[config.mk]
export PLATFORM = sky130hd
export DESIGN_NAME = btif_port
export DESIGN_NICKNAME = d
export VERILOG_FILES = /design/src/inc/btif_pkg.sv /design/src/hdl/btif_port.sv /design/src/hdl/btif_fifo.sv
export VERILOG_INCLUDE_DIRS = /design/src /design/src/inc
export SDC_FILE = /design/constraint.sdc
export NUM_CORES = 1
export LEC_CHECK = 0
export BUFFER_PORTS_ARGS = -buffer_cell sky130_fd_sc_hd__buf_2
export CORE_MARGIN = 3
export CORE_UTILIZATION = 40
export CTS_BUF_LIST = sky130_fd_sc_hd__clkbuf_8
export DETAILED_ROUTE_END_ITERATION = 16
export SLEW_MARGIN = 20
export SYNTH_ARGS = -nofsm -noshare
export SYNTH_HDL_FRONTEND = slang
export SYNTH_SLANG_ARGS = --single-unit
[constraint.sdc]
create_clock -name i_clk_sys -period 6.82 [get_ports i_clk_sys]
set_clock_uncertainty 0.05 [all_clocks]
set_input_delay 0.682 -clock i_clk_sys [delete_from_list [all_inputs] [get_ports i_clk_sys]]
set_output_delay 0.682 -clock i_clk_sys [all_outputs]
set_load 0.01 [all_outputs]
[src/inc/btif_consts.svh]
// constants for the backplane transmit input port
// assumes a 200 MHz system clock sampling a slower backplane clock
// Behaviour
// - port accepts backplane stream at T1 rate or 2.048 Mbit/s, chosen by mode
// - T1 mode: 24 pcm channel bytes per frame, then one framing bit position
// - T1 mode: 24 signalling bytes, nibble in low four bits, then framing bit
// - frame pulse may mark every frame, superframe start or every second superframe
// - 2.048 mode: clock gapped, three bytes kept, filler byte dropped whatever value
// - 2.048 mode: signalling three nibble bytes then filler, converted same way
// - dual-rail T1 mode passes positive and negative rails, violations untouched
`ifndef BTIF_CONSTS_SVH
`define BTIF_CONSTS_SVH
`define BTIF_CHANNELS 5'd24
`define BTIF_LAST_BIT 3'd7
`define BTIF_SLOT_LAST 2'd3
`define BTIF_FILLER_SLOT 2'd3
`define BTIF_SYNC_DEPTH 3
`define BTIF_FIFO_DEPTH 16
`endif

[src/inc/btif_pkg.sv]
// types for the backplane transmit input port
// assumes nothing beyond the constants header
package btif_pkg;
    typedef enum logic [1:0] {rate_t1, rate_e1, rate_dual} rate_mode_t;
    typedef enum logic [1:0] {fp_every_frame, fp_superframe, fp_two_superframes} fp_mode_t;
    typedef enum logic [1:0] {st_hunt, st_data, st_fbit} frame_state_t;
endpackage : btif_pkg

[src/hdl/btif_port.sv]
// backplane transmit input port: samples backplane clock and streams, removes filler,
// emits bits with frame marks into a fifo toward the transmitter
// assumes backplane signals are asynchronous to i_clk_sys and far slower
`timescale 1ns/100ps
`include "btif_consts.svh"
module btif_port #(
    parameter int FIFO_DEPTH = `BTIF_FIFO_DEPTH
) (
    input wire logic i_clk_sys,
    input wire logic i_rst_n,
    input wire logic [1:0] i_rate_mode,
    input wire logic [1:0] i_fp_mode,
    input wire logic i_backplane_tx_clock,
    input wire logic i_backplane_pcm_in,
    input wire logic i_backplane_pcm_neg_in,
    input wire logic i_backplane_signalling_in,
    input wire logic i_backplane_frame_pulse,
    output logic o_overflow,
    output logic o_tx_valid,
    input wire logic i_tx_ready,
    output logic o_tx_pcm_pos,
    output logic o_tx_pcm_neg,
    output logic o_tx_sig,
    output logic o_tx_fbit
);
    // ************************************************************
    // input sampling
    // ************************************************************
    logic [4:0] sync_in;
    logic [4:0] s1_q;
    logic [4:0] s2_q;
    logic [4:0] s3_q;
    logic [4:0] stab_q;
    assign sync_in = {i_backplane_tx_clock, i_backplane_pcm_in, i_backplane_pcm_neg_in,
                      i_backplane_signalling_in, i_backplane_frame_pulse};
    always_ff @(posedge i_clk_sys)
    begin
        if (!i_rst_n)
        begin
            s1_q <= '0;
            s2_q <= '0;
            s3_q <= '0;
            stab_q <= '0;
        end
        else
        begin
            s1_q <= sync_in;
            s2_q <= s1_q;
            s3_q <= s2_q;
            for (int i = 0; i < 5; i++)
            begin
                if (s2_q[i] == s3_q[i])
                begin
                    stab_q[i] <= s3_q[i];
                end
            end
        end
    end
    logic clk_prev_q;
    logic rise;
    always_ff @(posedge i_clk_sys)
    begin
        if (!i_rst_n)
        begin
            clk_prev_q <= 1'b0;
        end
        else
        begin
            clk_prev_q <= stab_q[4];
        end
    end
    // data sampled at rising backplane edge, far side moves on falling edge
    assign rise = stab_q[4] && !clk_prev_q;
    logic pcm;
    logic neg;
    logic sig;
    logic fp;
    assign pcm = stab_q[3];
    assign neg = stab_q[2];
    assign sig = stab_q[1];
    assign fp = stab_q[0];
    // ************************************************************
    // frame position counters
    // ************************************************************
    logic e1_mode;
    logic dual_mode;
    assign e1_mode = (btif_pkg::rate_mode_t'(i_rate_mode) == btif_pkg::rate_e1);
    assign dual_mode = (btif_pkg::rate_mode_t'(i_rate_mode) == btif_pkg::rate_dual);
    btif_pkg::frame_state_t state_q;
    logic [2:0] bit_q;
    logic [4:0] chan_q;
    logic [1:0] slot_q;
    logic [1:0] sf_q;
    logic mark_q;
    // fp mode decides which pulses count as alignment; others are ignored once locked
    function automatic logic fp_counts(input logic [1:0] mode, input logic [1:0] sfc);
        fp_counts = (btif_pkg::fp_mode_t'(mode) != btif_pkg::fp_two_superframes)
                    || (sfc == 2'd0);
    endfunction : fp_counts
    logic take;
    logic in_filler;
    assign in_filler = e1_mode && (slot_q == `BTIF_FILLER_SLOT);
    always_ff @(posedge i_clk_sys)
    begin
        if (!i_rst_n)
        begin
            state_q <= btif_pkg::st_hunt;
            bit_q <= '0;
            chan_q <= '0;
            slot_q <= '0;
            sf_q <= '0;
            mark_q <= 1'b0;
        end
        else if (rise)
        begin
            if (e1_mode)
            begin
                // filler first bit carries the pulse; next byte is channel one
                if (fp)
                begin
                    state_q <= btif_pkg::st_data;
                    slot_q <= `BTIF_FILLER_SLOT;
                    bit_q <= 3'd1;
                    chan_q <= '0;
                    mark_q <= 1'b1;
                end
                else
                begin
                    bit_q <= bit_q + 3'd1;
                    // the mark is spent on the first kept bit after the pulse
                    if (!in_filler)
                    begin
                        mark_q <= 1'b0;
                    end
                    if (bit_q == `BTIF_LAST_BIT)
                    begin
                        slot_q <= slot_q + 2'd1;
                        if (slot_q != `BTIF_FILLER_SLOT)
                        begin
                            chan_q <= (chan_q == `BTIF_CHANNELS - 5'd1) ? '0 : chan_q + 5'd1;
                        end
                    end
                end
            end
            else if (fp && (state_q == btif_pkg::st_hunt || fp_counts(i_fp_mode, sf_q)))
            begin
                // pulse sits on the framing bit; data restarts at channel one
                state_q <= btif_pkg::st_data;
                bit_q <= '0;
                chan_q <= '0;
                sf_q <= sf_q + 2'd1;
            end
            else if (state_q == btif_pkg::st_fbit)
            begin
                state_q <= btif_pkg::st_data;
            end
            else if (state_q == btif_pkg::st_data)
            begin
                bit_q <= bit_q + 3'd1;
                if (bit_q == `BTIF_LAST_BIT)
                begin
                    if (chan_q == `BTIF_CHANNELS - 5'd1)
                    begin
                        chan_q <= '0;
                        state_q <= btif_pkg::st_fbit;
                    end
                    else
                    begin
                        chan_q <= chan_q + 5'd1;
                    end
                end
            end
        end
    end
    // ************************************************************
    // output staging
    // ************************************************************
    // e1 has no framing bit slot: the frame mark rides on channel one's first bit
    assign take = rise && (state_q != btif_pkg::st_hunt) && !in_filler && !(e1_mode && fp);
    logic [3:0] wdata;
    logic wr_ready;
    assign wdata = {pcm, dual_mode ? neg : 1'b0, sig,
                    e1_mode ? mark_q : (state_q == btif_pkg::st_fbit)};
    always_ff @(posedge i_clk_sys)
    begin
        if (!i_rst_n)
        begin
            o_overflow <= 1'b0;
        end
        else
        begin
            // sticky; a full fifo means the transmitter stalled too long, bit is lost
            o_overflow <= o_overflow || (take && !wr_ready);
        end
    end
    logic [3:0] rdata;
    btif_fifo #(.WIDTH(4), .DEPTH(FIFO_DEPTH)) u_fifo (
        .i_clk_sys(i_clk_sys),
        .i_rst_n(i_rst_n),
        .i_wr_valid(take),
        .o_wr_ready(wr_ready),
        .i_wr_data(wdata),
        .o_rd_valid(o_tx_valid),
        .i_rd_ready(i_tx_ready),
        .o_rd_data(rdata)
    );
    assign o_tx_pcm_pos = rdata[3];
    assign o_tx_pcm_neg = rdata[2];
    assign o_tx_sig = rdata[1];
    assign o_tx_fbit = rdata[0];
endmodule : btif_port

[src/hdl/btif_fifo.sv]
// parameterised fifo between backplane capture and transmitter
// assumes one clock on both sides
`timescale 1ns/100ps
module btif_fifo #(
    parameter int WIDTH = 4,
    parameter int DEPTH = 16
) (
    input wire logic i_clk_sys,
    input wire logic i_rst_n,
    input wire logic i_wr_valid,
    output logic o_wr_ready,
    input wire logic [WIDTH-1:0] i_wr_data,
    output logic o_rd_valid,
    input wire logic i_rd_ready,
    output logic [WIDTH-1:0] o_rd_data
);
    localparam int AW = $clog2(DEPTH);
    logic [WIDTH-1:0] mem_q [DEPTH];
    logic [AW-1:0] wp_q;
    logic [AW-1:0] rp_q;
    logic [AW:0] cnt_q;
    logic wr;
    logic rd;
    assign o_wr_ready = (cnt_q != (AW+1)'(DEPTH));
    assign o_rd_valid = (cnt_q != '0);
    assign wr = i_wr_valid && o_wr_ready;
    assign rd = o_rd_valid && i_rd_ready;
    assign o_rd_data = mem_q[rp_q];
    always_ff @(posedge i_clk_sys)
    begin
        if (wr)
        begin
            mem_q[wp_q] <= i_wr_data;
        end
    end
    always_ff @(posedge i_clk_sys)
    begin
        if (!i_rst_n)
        begin
            wp_q <= '0;
            rp_q <= '0;
            cnt_q <= '0;
        end
        else
        begin
            if (wr)
            begin
                wp_q <= (wp_q == AW'(DEPTH-1)) ? '0 : wp_q + 1'b1;
            end
            if (rd)
            begin
                rp_q <= (rp_q == AW'(DEPTH-1)) ? '0 : rp_q + 1'b1;
            end
            cnt_q <= cnt_q + (AW+1)'(wr) - (AW+1)'(rd);
        end
    end
endmodule : btif_fifo

# Word-level counts from Yosys, hierarchy flattened
# Memories as Yosys holds them, arrays and structs flattened. A register that Yosys moved wholly into a read port is not among the register bits.
# Cells that the tools add are included.
# totals
word_cells	117
output_inout_bits	6
ramBits	64
reg_bits	50
mem_count	1
inputBits	12
# memory_table
memory	depth	word_bits	read_ports	rd_ports_with_merged_regs	wr	line_no	source
u_fifo.mem_q	16	4	1	1	1	btif_fifo.sv:18	logic [WIDTH-1:0] mem_q [DEPTH];
# op_classes
n_reduce_logical	33
muxes	33
bitwise	1
addsub	8
n_eq_ne	22
# op_table
op	count
two-way mux 5 bit	9
two-way mux 2 bit	9
two-way mux 4 bit	4
two-way mux 3 bit	5
AND reduction 3 bit	4
nonzero test 4 bit	3
logical AND 1 bit	10
adder 4 x 1 -> 4 bit (second input constant)	2
equality test 4 bit (second input constant)	2
!= test 2 bit (second input constant)	4
equality test 2 bit (second input constant)	3
two-way mux 1 bit	6
!= test 3 x 2 -> 1 bit (second input constant)	2
AND reduction 6 bit	1
nonzero test 3 bit	2
adder 5 x 1 -> 5 bit	1
adder 5 x 1 -> 5 bit (second input constant)	1
equality test 1 bit	5
equality test 5 bit (second input constant)	1
!= test 5 bit (second input constant)	1
AND reduction 5 bit	1
nonzero test 5 bit	1
subtractor 5 x 1 -> 5 bit	1
adder 2 x 1 -> 2 bit (second input constant)	2
9 further kinds	17

# Longest topological paths before layout
# depth
ltp_word	8
depth_mapped	14
depth_no_buf	14

# Hierarchy
# Synthesis repeated with hierarchy kept, for this count alone.
# unflattened
cells_unflattened	392
hier_area_um2	4999.8
# by_module_without_submodules
module	area_each_um2	cells_per_inst	seq_area_each_um2	instances
btif_fifo	3400.8	218	2262.2	1
btif_port	1599.0	174	740.7	1

# Worst setup path after synthesis
# No wires, ideal clock.
# synth_path
path_kind	register -> register
from	reg u_fifo.cnt_q[3]
to	reg u_fifo.cnt_q[4]
required_ns	6.650
arrival_ns	2.677
setup_slack_ns	3.973
n_path_buf	0
stages_incl_launch_ff	15
setup_time_ns	0.120
period_less_slack_ns	2.847
cell_sequence	dfxtp_1 > inv_1 > ha_1 > or4b_2 > nand2_1 > inv_1 > ha_1 > inv_1 > ha_1 > inv_1 > fa_1 > nor2b_1 > o21bai_1 > a21oi_1 > nor3b_1
# synth_via
elab_cells_between_ends	6
classes_between	2 x add/sub; 1 x eq/ne; 3 x reduce/logical
# synth_lines
item	line_no	source
start, declared	btif_fifo.sv:21	logic [AW:0] cnt_q;
start signal, assigned	btif_fifo.sv:54	cnt_q <= cnt_q + (AW+1)'(wr) - (AW+1)'(rd);
nonzero test 5 bit	btif_fifo.sv:25	assign o_rd_valid = (cnt_q != '0);
named net o_tx_valid	btif_port.sv:19	output logic o_tx_valid,
logical AND 1 bit	btif_fifo.sv:27	assign rd = o_rd_valid && i_rd_ready;
subtractor 5 x 1 -> 5 bit	btif_fifo.sv:54	
# The timed path passes the listed nets, and every way through them passes these cells.
# A chain may end at the register's enable or synchronous reset.

# Worst setup path after layout
# layout_path
from	reg state_q[1]
to	reg u_fifo.cnt_q[4]
# layout_via
elab_chain_len	7
# layout_lines
item	line_no	source
start, declared	btif_port.sv:89	btif_pkg::frame_state_t state_q;
start signal, assigned	btif_port.sv:107	state_q <= btif_pkg::st_hunt;
start signal, assigned	btif_port.sv:121	state_q <= btif_pkg::st_data;
start signal, assigned	btif_port.sv:148	state_q <= btif_pkg::st_data;
nonzero test 2 bit	btif_port.sv:179	assign take = rise && (state_q != btif_pkg::st_hunt) && !in_filler && !(e1_mode && fp);
logical AND 1 bit (3 in series)	btif_port.sv:179	
logical AND 1 bit	btif_fifo.sv:26	assign wr = i_wr_valid && o_wr_ready;
adder 5 x 1 -> 5 bit	btif_fifo.sv:54	
subtractor 5 x 1 -> 5 bit	btif_fifo.sv:54	
# No other way between the ends.

==> flow_summary_export.csv <==
group,metric,value,unit
run_status,outcome,"finished clean",
clock_network,cts_tree,"done",
clock_network,cts_hold_buf,0,
sta,maxClockFrequency,322.9,MHz
synth,synth_edf_count,64,
floorplanning,dieHeight,119.1,um
critical_path,cp.arrival,3330,ps
layout,final_cells,591,
power,p_per_area,294.5,mW/mm^2
power,ir_worst_vdd,0.0001879,V
grt,overflow,0,
hold_path,min_to,"s2_q[3]$_SDFF_PN0_",
detailed_routing,viasPerCell,5.239,
critical_path,worstPathRequired,7060,ps
layout,drive_above_1_share,18.44,%
detailed_routing,ant_nets,0,
detailed_routing,first_pass_iters,4,
floorplanning,core,0.01226,mm^2
detailed_routing,wl_per_cell,16.88,um
detailed_routing,drcViolationCount,0,
synth,synth_ff_type,"edfxtp_1",
synth,synth_area,0.005115,mm^2
sta,setup_viol,0,
sta,slew_viol_final,0,
run,drv_cap,0,
grt,grt_pass1_wl,16300,um
critical_path,cp-start-kind,"register",
floorplanning,die-area,0.01418,mm^2
synth,ys_seq_elements,118,
critical_path,endpoint_kind,"register",
critical_path,reg2regPathDepth,11,
layout,n_antenna_cell,0,
detailed_routing,drt-initial-drc-count,239,
clock_network,ctsLongestPathBuffers,2,
placed_design,portBuffers,17,
synth,synth_cells,391,
placed_design,place_worst_setup_slack,3752,ps
sta,post-route-period-util,45.42,%
sta,rsz0062_at_grt,"false",
synth,netlist_top_cells_area,"edfxtp_1 (38%), dfxtp_1 (21%), mux4_2 (8.8%), ha_1 (4.6%), and2_1 (2.4%)",
synth,synthArstFlopShare,0,%
sta,fin_ws,3723,ps
floorplanning,die_w,119.1,um
clock_network,cts_made_buffers,17,
layout,nFillCells,1100,
detailed_routing,vias,3096,
synth,ys_warn_count,0,
floorplanning,rows,40,
critical_path,path_max_fanout,18,
grt,grt_pass1_vias,3094,
synth,synth_most_common_cell,"edfxtp_1",
sta,worstMarginPinSlew,1004,ps
clock_network,post_cts_resize_count,0,
hold_path,hold_path_class,"register to register",
layout,nNetsFinal,442,
synth,synth_top_area_share,37.57,%
grt,grt_max_degree,29,
synth,netlist_top_cells_count,"edfxtp_1 (64), dfxtp_1 (54), a21oi_1 (24), nand2_1 (23)",
critical_path,r2r_slack,3720,ps
synth,synth_area_per_cell,13.08,um^2
synth,ys_seq_area_share,58.71,%
sta,tns,0,ps
power,power_leakage,2.039,nW
detailed_routing,routed_wl,9974,um
clock_network,postCtsSetupRepairBufs,0,
clock_network,ctsHtreeMaxLevel,4,
placed_design,dp_hpwl,6892,um
clock_network,cts.reportedPaths.clkPinSlew,70,ps
floorplanning,start_util,41.71,%
sta,slew_headroom,32.85,%
layout,multi_input_area,0.001939,mm^2
placed_design,dp.cells,559,
hold_path,hp-start,"s1_q[3]$_SDFF_PN0_",
hold_path,whs_path_depth,1,
synth,synthDistinctLibCells,61,
critical_path,timing.rr.start,"state_q[1]$_SDFFE_PN0P_",
grt,grtUsageTotal,15.05,%
grt,antenna_found_initial,0,
critical_path,reg2reg_to,"u_fifo.cnt_q[4]$_SDFF_PN0_",
floorplanning,ios,18,
sta,timing.final.crit_period,3097,ps
clock_network,clock-sinks,118,
layout,area_growth,12.26,%
sta,finalHoldViolCount,0,
placed_design,globalplace.congestion,0.8140,
clock_network,insertion_delay,420,ps
synth,synth_largest_area_cell,"edfxtp_1",
layout,final-seq-area,0.003004,mm^2
synth,syn-num-nets,423,
clock_network,clock-root-buffer,"clkbuf_8",
critical_path,path_class,"register to register",
logic make-up (layout without fill, tap and decap cells):
family	count (synthesis)	count (layout)	share of synthesized area (%)
DFF	118	118	58.71
and+or+nand+nor	114	114	12.43
AOI/OAI and AO/OA	71	71	10.01
buffers and inverters	39	71	3.375
muxes	24	24	9.589
adders and majority gates	20	20	5.039
xor gates and xnor gates	5	5	0.8563
state kept, by name (all words and copies together), names as in the netlist, 3 cells and up, named ones only:
register / cells
u_fifo.cnt_q: 5
s2_q: 5
chan_q: 5
u_fifo.rp_q: 4
u_fifo.mem_q: 64
u_fifo.wp_q: 4
bit_q: 3
stab_q: 5
s1_q: 5
s3_q: 5
metrics by stage:
stage               hold slack (ps)  power (W)  util (%)  cell area (um^2)
detailed placement            371.5   0.001053     43.42              5324
finish                        386.5   0.001691     46.83              5742
global placement              366.0   0.001039     43.42              5324
global route                  394.6   0.001773     46.83              5742
floorplan                     361.9   0.001002         -              5115
CTS                           380.4   0.001710     46.82              5741
cell usage in the layout (no fill, tap or decap), types with 3 or more instances in the layout:
cell / instances
nand2b_1: 5
nand2_1: 23
nand4_1: 4
nor3_1: 5
clkinv_2: 3
clkbuf_8: 19
xor2_1: 3
nand3_1: 6
o22ai_1: 4
nor2_1: 16
and3_1: 14
a211oi_1: 3
mux4_2: 20
and2_1: 20
a21oi_1: 24
edfxtp_1: 64
mux2i_1: 4
inv_1: 21
bufinv_16: 3
o211ai_1: 3
ha_1: 19
o21ai_0: 13
clkinv_4: 3
buf_2: 17
nor2b_1: 7
dfxtp_1: 53
final cells by class:
| class | count | area share [%] |
|---|---|---|
| Timing Repair Buffer | 18 | 1.613 |
| Tap cell | 168 | 3.661 |
| Clock buffer | 19 | 4.554 |
| Sequential cell | 118 | 52.32 |
| Inverter | 21 | 1.373 |
| Clock inverter | 13 | 2.702 |
| Multi-Input combinational cell | 234 | 33.78 |
worst max-delay path by stage:
stage | slack [ps] | from | depth (start not counted) | to
global placement | 3760 | state_q[1]$_SDFFE_PN0P_ | 11 | u_fifo.cnt_q[4]$_SDFF_PN0_
finish | 3720 | state_q[1]$_SDFFE_PN0P_ | 11 | u_fifo.cnt_q[4]$_SDFF_PN0_
detailed placement | 3750 | i_rate_mode[0] | 11 | u_fifo.cnt_q[4]$_SDFF_PN0_
global route | 3450 | state_q[1]$_SDFFE_PN0P_ | 11 | u_fifo.cnt_q[4]$_SDFF_PN0_
CTS | 3320 | register | 3 | o_tx_pcm_neg
floorplan | 3970 | u_fifo.cnt_q[3]$_SDFF_PN0_ | 14 | u_fifo.cnt_q[4]$_SDFF_PN0_
worst max-delay path, cell delays in order (launching register included):
cell and delay [ps]:
dfxtp_1 360, inv_1 90, ha_1 240, or3b_1 460
a211oi_4 570, ha_1 290, inv_1 60, fa_1 370
nor2b_1 160, o21bai_1 100, a21oi_1 150, nor3b_1 60
power by group:
group / internal [W] / switching [W]
logic: 0.000127 / 0.0000975
registers: 0.000766 / 0.0000396
clock network: 0.000379 / 0.000281
total: 0.00127 / 0.000418
metal layers:
metal / share of wire (%) / global-route usage [%]
met3: 4.7 / 4.274
met1: 46 / 19.81
met4: 1.4 / 6.372
met5: 0 / 0
met2: 48 / 23.35
(Power assumes the default switching activity.)
